`config.mk`:
```
export PLATFORM = sky130hd
export DESIGN_NAME = dcm_top
export DESIGN_NICKNAME = d
export VERILOG_FILES = /design/src/logic/dcm_pkg.sv /design/src/logic/dcm_burst_if.sv /design/src/logic/dcm_burst.sv /design/src/logic/dcm_top.sv
export SDC_FILE = /design/constraint.sdc
export NUM_CORES = 1
export LEC_CHECK = 0
export ABC_AREA = 1
export BUFFER_PORTS_ARGS = -buffer_cell sky130_fd_sc_hd__buf_2
export CAP_MARGIN = 20
export CORE_ASPECT_RATIO = 1.2
export CORE_UTILIZATION = 56
export CTS_BUF_LIST = sky130_fd_sc_hd__clkbuf_4
export CTS_CLUSTER_DIAMETER = 80
export DETAILED_ROUTE_END_ITERATION = 8
export GPL_ROUTABILITY_DRIVEN = 0
export MAX_ROUTING_LAYER = met4
export PLACE_DENSITY = 0.81
export SYNTH_ARGS = -nofsm -noshare
export SYNTH_HDL_FRONTEND = slang
export SYNTH_SLANG_ARGS = --single-unit
```
`constraint.sdc`:
```
create_clock -name ref_clk_i -period 2.9 [get_ports ref_clk_i]
set_input_delay 0.58 -clock ref_clk_i [delete_from_list [all_inputs] [get_ports ref_clk_i]]
set_output_delay 0.58 -clock ref_clk_i [all_outputs]
set_load 0.05 [all_outputs]
```
`src/logic/dcm_pkg.sv`:
```
// constants and types for the ddr command and mode logic
// assumes one 50 MHz clock shared by every module that imports it
package dcm_pkg;
   // pin vector layout after synchronising
   localparam int ADDR_W      = 13;
   localparam int COL_W       = 11;
   localparam int PIN_W       = 21;
   // mode register fields
   localparam int BL_LSB      = 0;
   localparam int BT_BIT      = 3;
   localparam int CL_LSB      = 4;
   localparam int OPM_LSB     = 7;
   localparam int DLL_RST_BIT = 8;
   localparam int AP_BIT      = 10;
   // extended mode register fields
   localparam int EDLL_BIT    = 0;
   localparam int EDRV_BIT    = 1;
   localparam logic [12:0] MR_RST  = 13'h0000;
   localparam logic [12:0] EMR_RST = 13'h0000;
   // field codes
   localparam logic [2:0] BL_2   = 3'h1;
   localparam logic [2:0] BL_4   = 3'h2;
   localparam logic [2:0] BL_8   = 3'h3;
   localparam logic [2:0] CL_2   = 3'h2;
   localparam logic [2:0] CL_25  = 3'h6;
   localparam logic [5:0] OPM_NORMAL = 6'h00;
   localparam logic [5:0] OPM_DLLRST = 6'h02;
   localparam logic [1:0] SEL_BASE   = 2'h0;
   localparam logic [1:0] SEL_EXT    = 2'h1;
   // dll settle time in clock cycles with clock enable high
   localparam int DLL_SETTLE_CYC = 200;
   localparam logic [7:0] DLL_LAST = 8'(DLL_SETTLE_CYC - 1);
   // decoded commands, one-hot
   typedef enum logic [9:0] {
      CMD_NOP  = 10'h001,
      CMD_ACT  = 10'h002,
      CMD_RD   = 10'h004,
      CMD_WR   = 10'h008,
      CMD_BT   = 10'h010,
      CMD_PRE  = 10'h020,
      CMD_REF  = 10'h040,
      CMD_SREF = 10'h080,
      CMD_MRS  = 10'h100,
      CMD_RSV  = 10'h200
   } dcm_cmd_e;
endpackage

```
`src/logic/dcm_burst_if.sv`:
```
// link between the command decoder and the burst column walker
// assumes both ends run on the same clock
`timescale 1ns/1ns
interface dcm_burst_if;
   import dcm_pkg::*;
   logic             start;
   logic             wr;
   logic             stop;
   logic [COL_W-1:0] start_col;
   logic [2:0]       bl_code;
   logic             interleave;
   logic             active;
   logic             is_wr;
   logic             last;
   logic [COL_W-1:0] col;
   modport ctrl (output start, wr, stop, start_col, bl_code, interleave,
                 input active, is_wr, last, col);
   modport walk (input start, wr, stop, start_col, bl_code, interleave,
                 output active, is_wr, last, col);
endinterface

```
`src/logic/dcm_burst.sv`:
```
// burst column walker: steps the low column bits inside an aligned block
// assumes start only arrives with a legal burst length code
`timescale 1ns/1ns
module dcm_burst
   import dcm_pkg::*;
(
   // clock and reset
   input wire logic   ref_clk_i,
   input wire logic   rst_n_i,
   // command side
   dcm_burst_if.walk  bif
);
   logic [COL_W-1:0] base_q, base_d;
   logic [2:0]       cnt_q, cnt_d;
   logic [2:0]       mask_q, mask_d;
   logic             ilv_q, ilv_d;
   logic             act_q, act_d;
   logic             wr_q, wr_d;
   logic [COL_W-1:0] col_q, col_d;
   logic [2:0]       lo;

   // next column and burst progress
   always_comb begin
      base_d = base_q;
      cnt_d  = cnt_q;
      mask_d = mask_q;
      ilv_d  = ilv_q;
      act_d  = act_q;
      wr_d   = wr_q;
      if (bif.start) begin
         base_d = bif.start_col;
         mask_d = (bif.bl_code == BL_8) ? 3'h7 : (bif.bl_code == BL_4) ? 3'h3 : 3'h1;
         ilv_d  = bif.interleave;
         cnt_d  = 3'h0;
         act_d  = 1'b1;
         wr_d   = bif.wr;
      end else if (act_q) begin
         cnt_d = cnt_q + 3'h1;
         if (cnt_q == mask_q || (bif.stop && !wr_q)) begin
            act_d = 1'b0;
         end
      end
      // sequential adds, interleaved xors, both wrap in the block
      lo = ilv_d ? ((base_d[2:0] ^ cnt_d) & mask_d)
                 : ((base_d[2:0] + cnt_d) & mask_d);
      col_d = {base_d[COL_W-1:3], (base_d[2:0] & ~mask_d) | lo};
   end

   // state registers
   always_ff @(posedge ref_clk_i) begin
      if (!rst_n_i) begin
         base_q <= '0;
         cnt_q  <= 3'h0;
         mask_q <= 3'h1;
         ilv_q  <= 1'b0;
         act_q  <= 1'b0;
         wr_q   <= 1'b0;
         col_q  <= '0;
      end else begin
         base_q <= base_d;
         cnt_q  <= cnt_d;
         mask_q <= mask_d;
         ilv_q  <= ilv_d;
         act_q  <= act_d;
         wr_q   <= wr_d;
         col_q  <= col_d;
      end
   end

   assign bif.active = act_q;
   assign bif.is_wr  = wr_q;
   assign bif.col    = col_q;
   assign bif.last   = act_q && (cnt_q == mask_q);

   // block bits above the start field never move during a burst
   chk_block_stays: assert property (@(posedge ref_clk_i) disable iff (!rst_n_i)
      act_q && !bif.start |=> !act_q || (col_q[COL_W-1:3] == $past(col_q[COL_W-1:3])))
      else $error("burst left its block");
endmodule

```
`src/logic/dcm_top.sv`:
```
// ddr command decode, mode registers, dll settle and burst control
// assumes command pins come from another clock domain and are synchronised
// Summary of operation
// - base load with only dll reset bit set starts a dll reset.
// - extended register holds drive strength until rewritten; dll disable also clears on self refresh exit.
// - leaving self refresh re-enables the dll without a load.
// - deselect and no-operation both do nothing.
// - row strobe alone low activates the selected bank and row.
// - column strobe low with row strobe high starts read or write; bit ten asks auto precharge.
// - burst terminate ends read bursts without auto precharge only.
// - precharge one bank, or all banks when bit ten is high.
// - refresh with clock enable high, self refresh entry when low.
// - all strobes low load base or extended register by bank code.
// - write mask low stores the element, high leaves memory unchanged.
// - sequential bursts add the count, interleaved bursts xor it.
// - bursts wrap inside an aligned block of burst length.
// - base register: length, type, latency, then op-mode bits.
// - dll reset bit clears itself, other mode bits persist.
// - first read data appears two cycles after the read; rd_half_o marks latency 2.5.
`timescale 1ns/1ns
module dcm_top
   import dcm_pkg::*;
(
   // clock and reset
   input  wire logic              ref_clk_i,
   input  wire logic              rst_n_i,
   // command pins
   input  wire logic              chip_sel_n_i,
   input  wire logic              row_strobe_n_i,
   input  wire logic              col_strobe_n_i,
   input  wire logic              write_en_n_i,
   input  wire logic              clk_en_i,
   input  wire logic              bank_select_lo_i,
   input  wire logic              bank_select_hi_i,
   input  wire logic [ADDR_W-1:0] addr_i,
   input  wire logic              write_mask_i,
   // decoded command
   output logic [9:0]             cmd_o,
   output logic [1:0]             bank_o,
   output logic [ADDR_W-1:0]      row_o,
   output logic [3:0]             pre_banks_o,
   output logic                   auto_precharge_o,
   // burst
   output logic                   burst_active_o,
   output logic                   burst_write_o,
   output logic [COL_W-1:0]       burst_col_o,
   output logic                   mem_write_en_o,
   output logic                   rd_valid_o,
   output logic                   rd_half_o,
   // mode state
   output logic [12:0]            mode_reg_o,
   output logic [12:0]            ext_mode_reg_o,
   output logic                   dll_reset_o,
   output logic                   dll_ready_o,
   output logic                   self_refresh_o,
   output logic                   mode_reserved_o
);
   dcm_burst_if bif ();

   // decode the strobe pattern into a one-hot command
   function automatic dcm_cmd_e decode(input logic [3:0] p);
      dcm_cmd_e c;
      c = CMD_NOP;
      if (!p[3]) begin
         // row, column and write strobes, every code listed
         unique case (p[2:0])
            3'b111: c = CMD_NOP;
            3'b011: c = CMD_ACT;
            3'b101: c = CMD_RD;
            3'b100: c = CMD_WR;
            3'b110: c = CMD_BT;
            3'b010: c = CMD_PRE;
            3'b001: c = CMD_REF;
            3'b000: c = CMD_MRS;
         endcase
      end
      return c;
   endfunction

   // two-stage pin synchroniser
   logic [PIN_W-1:0] pin_m_q, pin_q;
   always_ff @(posedge ref_clk_i) begin
      pin_m_q <= {chip_sel_n_i, row_strobe_n_i, col_strobe_n_i, write_en_n_i, clk_en_i,
                  bank_select_hi_i, bank_select_lo_i, addr_i, write_mask_i};
      pin_q   <= pin_m_q;
   end

   logic              cs_n, ras_n, cas_n, we_n, cke, wm;
   logic [1:0]        ba;
   logic [ADDR_W-1:0] a;
   dcm_cmd_e          cmd;
   assign {cs_n, ras_n, cas_n, we_n, cke, ba, a, wm} = pin_q;

   // refresh versus self refresh rides on clock enable
   always_comb begin
      cmd = decode({cs_n, ras_n, cas_n, we_n});
      if (cmd == CMD_REF && !cke) begin
         cmd = CMD_SREF;
      end
   end

   // registered state
   logic [9:0]        cmd_q, cmd_d;
   logic [1:0]        bank_q, bank_d;
   logic [ADDR_W-1:0] row_q, row_d;
   logic [3:0]        pre_q, pre_d;
   logic              ap_q, ap_d;
   logic [12:0]       mr_q, mr_d, emr_q, emr_d;
   logic              dllrst_q, dllrst_d;
   logic [7:0]        dcnt_q, dcnt_d;
   logic              rdy_q, rdy_d;
   logic              sref_q, sref_d;
   logic              rsv_q, rsv_d;
   logic              wen_q, wen_d;
   logic [1:0]        rdp_q, rdp_d;
   logic              half_q, half_d;
   logic              ap_burst_q, ap_burst_d;
   logic              restart;

   // command effects on mode and bank outputs
   always_comb begin
      cmd_d      = cmd;
      bank_d     = bank_q;
      row_d      = row_q;
      pre_d      = 4'h0;
      ap_d       = 1'b0;
      mr_d       = mr_q;
      emr_d      = emr_q;
      dllrst_d   = 1'b0;
      sref_d     = sref_q;
      ap_burst_d = ap_burst_q;
      restart    = 1'b0;
      if (sref_q) begin
         cmd_d = CMD_NOP;
         if (cke) begin
            sref_d        = 1'b0;
            emr_d[EDLL_BIT] = 1'b0;
            restart       = 1'b1;
         end
      end else begin
         unique case (cmd)
            CMD_ACT: begin
               bank_d = ba;
               row_d  = a;
            end
            CMD_RD, CMD_WR: begin
               bank_d     = ba;
               ap_d       = a[AP_BIT];
               ap_burst_d = a[AP_BIT];
            end
            CMD_PRE: pre_d = a[AP_BIT] ? 4'hf : 4'(1 << ba);
            CMD_SREF: sref_d = 1'b1;
            CMD_MRS: begin
               if (ba == SEL_BASE) begin
                  mr_d = a & ~(13'h0001 << DLL_RST_BIT);
                  if (a[12:OPM_LSB] == OPM_DLLRST) begin
                     dllrst_d = 1'b1;
                     restart  = 1'b1;
                  end
               end else if (ba == SEL_EXT) begin
                  emr_d = a;
                  if (emr_q[EDLL_BIT] && !a[EDLL_BIT]) begin
                     restart = 1'b1;
                  end
               end
            end
            default: ;
         endcase
      end
   end

   // dll settle count, latency and write mask
   always_comb begin
      dcnt_d = dcnt_q;
      rdy_d  = rdy_q;
      if (restart || emr_q[EDLL_BIT]) begin
         dcnt_d = 8'h00;
         rdy_d  = 1'b0;
      end else if (!rdy_q && cke) begin
         dcnt_d = dcnt_q + 8'h01;
         rdy_d  = (dcnt_q == DLL_LAST);
      end
      // flags follow the mode register on the same edge
      rsv_d  = (mr_d[12:OPM_LSB] != OPM_NORMAL)
             || !(mr_d[6:CL_LSB] inside {CL_2, CL_25})
             || !(mr_d[2:BL_LSB] inside {BL_2, BL_4, BL_8});
      wen_d  = bif.active && bif.is_wr && !wm;
      rdp_d  = {rdp_q[0], bif.active && !bif.is_wr};
      half_d = (mr_d[6:CL_LSB] == CL_25);
   end

   // burst walker hookup
   assign bif.start      = !sref_q && (cmd == CMD_RD || cmd == CMD_WR);
   assign bif.wr         = (cmd == CMD_WR);
   assign bif.stop       = (cmd == CMD_BT) && !ap_burst_q && !sref_q;
   assign bif.start_col  = {a[11], a[9:0]};
   assign bif.bl_code    = mr_q[2:BL_LSB];
   assign bif.interleave = mr_q[BT_BIT];

   dcm_burst u_burst (
      .ref_clk_i (ref_clk_i),
      .rst_n_i   (rst_n_i),
      .bif       (bif)
   );

   // state registers
   always_ff @(posedge ref_clk_i) begin
      if (!rst_n_i) begin
         cmd_q      <= CMD_NOP;
         bank_q     <= 2'h0;
         row_q      <= '0;
         pre_q      <= 4'h0;
         ap_q       <= 1'b0;
         mr_q       <= MR_RST;
         emr_q      <= EMR_RST;
         dllrst_q   <= 1'b0;
         dcnt_q     <= 8'h00;
         rdy_q      <= 1'b0;
         sref_q     <= 1'b0;
         rsv_q      <= 1'b1; // reset mode value is a reserved code
         wen_q      <= 1'b0;
         rdp_q      <= 2'h0;
         half_q     <= 1'b0;
         ap_burst_q <= 1'b0;
      end else begin
         cmd_q      <= cmd_d;
         bank_q     <= bank_d;
         row_q      <= row_d;
         pre_q      <= pre_d;
         ap_q       <= ap_d;
         mr_q       <= mr_d;
         emr_q      <= emr_d;
         dllrst_q   <= dllrst_d;
         dcnt_q     <= dcnt_d;
         rdy_q      <= rdy_d;
         sref_q     <= sref_d;
         rsv_q      <= rsv_d;
         wen_q      <= wen_d;
         rdp_q      <= rdp_d;
         half_q     <= half_d;
         ap_burst_q <= ap_burst_d;
      end
   end

   // outputs straight from flops
   assign cmd_o            = cmd_q;
   assign bank_o           = bank_q;
   assign row_o            = row_q;
   assign pre_banks_o      = pre_q;
   assign auto_precharge_o = ap_q;
   assign burst_active_o   = bif.active;
   assign burst_write_o    = bif.is_wr;
   assign burst_col_o      = bif.col;
   assign mem_write_en_o   = wen_q;
   assign rd_valid_o       = rdp_q[1];
   assign rd_half_o        = half_q;
   assign mode_reg_o       = mr_q;
   assign ext_mode_reg_o   = emr_q;
   assign dll_reset_o      = dllrst_q;
   assign dll_ready_o      = rdy_q;
   assign self_refresh_o   = sref_q;
   assign mode_reserved_o  = rsv_q;

   chk_dll_bit_clear: assert property (@(posedge ref_clk_i) disable iff (!rst_n_i)
      !mr_q[DLL_RST_BIT]) else $error("dll reset bit stuck in mode reg");
   chk_dll_rst_pulse: assert property (@(posedge ref_clk_i) disable iff (!rst_n_i)
      dllrst_q |=> !dllrst_q [*1] ##0 !rdy_q) else $error("dll reset not a pulse");
   chk_dll_settle: assert property (@(posedge ref_clk_i) disable iff (!rst_n_i)
      $rose(rdy_q) |-> $past(dcnt_q) == DLL_LAST) else $error("dll ready early");
   chk_pre_all: assert property (@(posedge ref_clk_i) disable iff (!rst_n_i)
      cmd_q == CMD_PRE && $past(a[AP_BIT]) |-> pre_q == 4'hf)
      else $error("precharge all missed");
   chk_write_mask: assert property (@(posedge ref_clk_i) disable iff (!rst_n_i)
      wen_q |-> $past(wm) == 1'b0 && $past(bif.is_wr)) else $error("masked write stored");
   chk_rd_latency: assert property (@(posedge ref_clk_i) disable iff (!rst_n_i)
      cmd_q == CMD_RD |-> ##2 rd_valid_o) else $error("read data not on time");
   chk_sref_exit: assert property (@(posedge ref_clk_i) disable iff (!rst_n_i)
      sref_q && cke |=> !sref_q && !emr_q[EDLL_BIT] && !rdy_q)
      else $error("self refresh exit kept dll off");
   chk_emr_hold: assert property (@(posedge ref_clk_i) disable iff (!rst_n_i)
      !(cmd_q == CMD_MRS && $past(ba) == SEL_EXT) && !$past(sref_q) |-> $stable(emr_q))
      else $error("extended register changed alone");
   chk_bt_stop: assert property (@(posedge ref_clk_i) disable iff (!rst_n_i)
      bif.stop && bif.active && !bif.is_wr && !bif.start |=> !bif.active)
      else $error("burst terminate ignored");
   chk_burst_end: assert property (@(posedge ref_clk_i) disable iff (!rst_n_i)
      bif.last && !bif.start |=> !bif.active) else $error("burst overran its length");
endmodule

```
==> impl_metrics.yaml <==
clocking:
  clock_path_buffers: 2
  ctsHoldBuffers: 0
  clock_latency_ps: 550
  cts_buffers: 17
  clk_pin_slew_ps: 140
  cts.sinks: 142
  cts_tree: "yes"
  post_cts_buffers: 0
  ctsRootBufferMaster: "clkbuf_4"
  htree_num_levels: 4
  cts_resized: 0
drt:
  wirelength_um: 10100
  routedWlPerCell_um: 13.0
  via_per_inst: 4.98
  drtPass1Iterations: 9
  num_vias: 3868
  drt-initial-drc-count: 250
  final_antenna_net_count: 0
  drc: 0
global_routing:
  grt_max_degree: 30
  grt.busiest_layer: "met2"
  antenna_found_initial: 0
  grt_overflow: 0
  grt_pass1_vias: 3664
  grt_pass1_wl_um: 16600
  track_usage_pct: 24.2
  grt_use_met3_pct: 7.36
  grt_use_met2_pct: 37.1
  gr-usage-met1_pct: 29.4
yosys:
  ys_ff_latch: 142
  synth_flop_cell: "dfxtp_1"
  synth_area_leaders: "dfxtp_1 57%, nor2_1 6.7%, inv_1 5.5%"
  synth_edf_count: 0
  ys_types: 44
  async_reset_ff_share_pct: 0
  yosys-top-cells-count: "142 x dfxtp_1, 89 x nor2_1, 73 x inv_1"
  yosysSeqAreaShare_pct: 57.0
  netlist_instances: 553
  yosysMostFrequentCell: "dfxtp_1"
  synth_top_area_share_pct: 57.0
  syn-num-nets: 581
  yosysWarnings: 0
  syn_avg_cell_area_um2: 9.03
  synth_top_area_cell: "dfxtp_1"
  netlist_area_um2: 4990
timing:
  setup-tns-final_ps: 0
  max-slew-margin-rel_pct: 61.4
  rsz0062_at_grt: "false"
  setup_violations: 0
  fmax_ghz: 0.402
  slew_viol_final: 0
  min_period_over_period_pct: 85.8
  fin_skew_ps: 16.2
  hold_viol_final: 0
  period_needed_ps: 2490
  tightest_slew_ps: 577
layout:
  drive_above_1_share_pct: 26.5
  instances_no_fill: 777
  fin_nets: 675
  diodes: 0
  area_growth_pct: 15.2
setup_path:
  critical_path_class: "reg2reg"
  crit_path_end_kind: "register"
  cp.required_ps: 3400
  cp-start-kind: "register"
  arrival_ps: 2990
  path_max_fanout: 11
  reg2reg_from: "pin_q[20]"
  crit_start: "pin_q[20]"
placement:
  dpl.cell_count: 745
  dp_hpwl_um: 7340
  io_buffer_count: 97
die:
  dieHeight_um: 105
  start_util_pct: 58.0
  core_um2: 8610
  boundaryPins: 99
  row_count: 37
  dieArea_um2: 9300
  die-width_um: 88.2
power:
  total_power_mw: 3.50
  ir_drop_uv: 537
  p_leak_nw: 2.70
  power.density_nw_per_um2: 608
job:
  drv_cap: 0
worst_hold_path:
  hold_start: "addr_i[12]"
  hp-class: "in2reg"
run_status:
  status: "finished, final reports clean"
==> sequential cells by signal (all words and copies together) (netlist names), 4 cells and up, named ones only <==
signal / cells
dcnt_q: 8
cmd_o: 9
mode_reg_o: 13
row_o: 13
pin_q: 18
pre_banks_o: 4
u_burst.bif.col: 11
pin_m_q: 21
ext_mode_reg_o: 13
==> worst max-delay path, cell delays in order (launching register included) <==
cell and delay (ps):
dfxtp_1 420, inv_4 100, nand2_2 100, nand2_1 60, nor2_1 150, nand2_1 130, a21oi_4 290, nor2_1 70
a21oi_1 170, inv_1 60, ha_1 170, inv_1 70, fa_1 410, a21oi_1 140, nand2_1 60, nand2_1 50
==> cell type report <==
type                            count  area, um2
Clock buffer                       17        128
Clock inverter                     15        156
Timing Repair Buffer              101        515
Tap cell                          117        146
Multi-Input combinational cell    303       1650
Sequential cell                   142       2840
Fill cell                         715       2860
Inverter                           82        310
==> final timing paths <==
check,endpoint,slack (ps),depth (start not counted)
min reg2reg,pin_q[14],340,0
max reg2reg,u_burst.bif.col[1],410,15
min,pin_m_q[13],110,1
max,u_burst.bif.col[1],410,15
==> power breakdown <==
group          internal (mW)  switching, mW
clock                  0.398          0.810
sequential              2.01         0.0427
combinational         0.0664          0.168
==> routing by layer <==
layer / part of all wire (%) / vias to the layer above
li1: - / 1940
met1: 42 / 1780
met5: 0 / -
met4: 2.5 / 0
met2: 49 / 124
met3: 6.2 / 24
==> cells by family after synthesis <==
| logic type | after synthesis | synth area share (%) |
|---|---|---|
| and+or+nand+nor | 203 | 18.6 |
| DFF | 142 | 57.0 |
| buffers and inverters | 108 | 9.93 |
| AOI/OAI and AO/OA | 83 | 11.1 |
| xor gates and xnor gates | 11 | 1.93 |
| adders and majority gates | 5 | 1.40 |
| other | 1 | 0.0751 |
==> placed cells by master, fill, tap and decap left out, types with 2 or more instances in the layout <==
cell	synthesis	routed
a211oi_1	7	7
a211oi_2	12	12
a21oi_1	24	24
buf_2	1	97
buf_4	11	4
clkbuf_4	0	17
clkinv_8	0	2
dfxtp_1	142	142
ha_1	4	4
inv_1	73	73
inv_2	8	8
inv_6	0	8
inv_8	0	4
nand2_1	51	51
nand2_2	6	6
nand2_4	2	2
nand3_1	17	17
nand3_2	2	2
nand4_1	5	5
nor2_1	89	89
nor2_2	2	2
nor2_4	2	2
nor3_1	16	16
nor4_1	4	4
o211ai_1	2	2
o21ai_0	13	13
o21ai_1	19	19
xnor2_1	5	5
xor2_1	6	6
==> metrics by stage <==
step	instance area [um2]	hold slack [ps]	worst slack (ps)	utilization (%)
CTS	5750	80.4	449	66.8
finish	5750	115	413	66.8
detailed placement	5470	312	474	63.5
global placement	5470	311	601	63.5
global route	5750	59.4	140	66.8
floorplan	4990	310	484	-
Power figures use the tool's default switching activity.
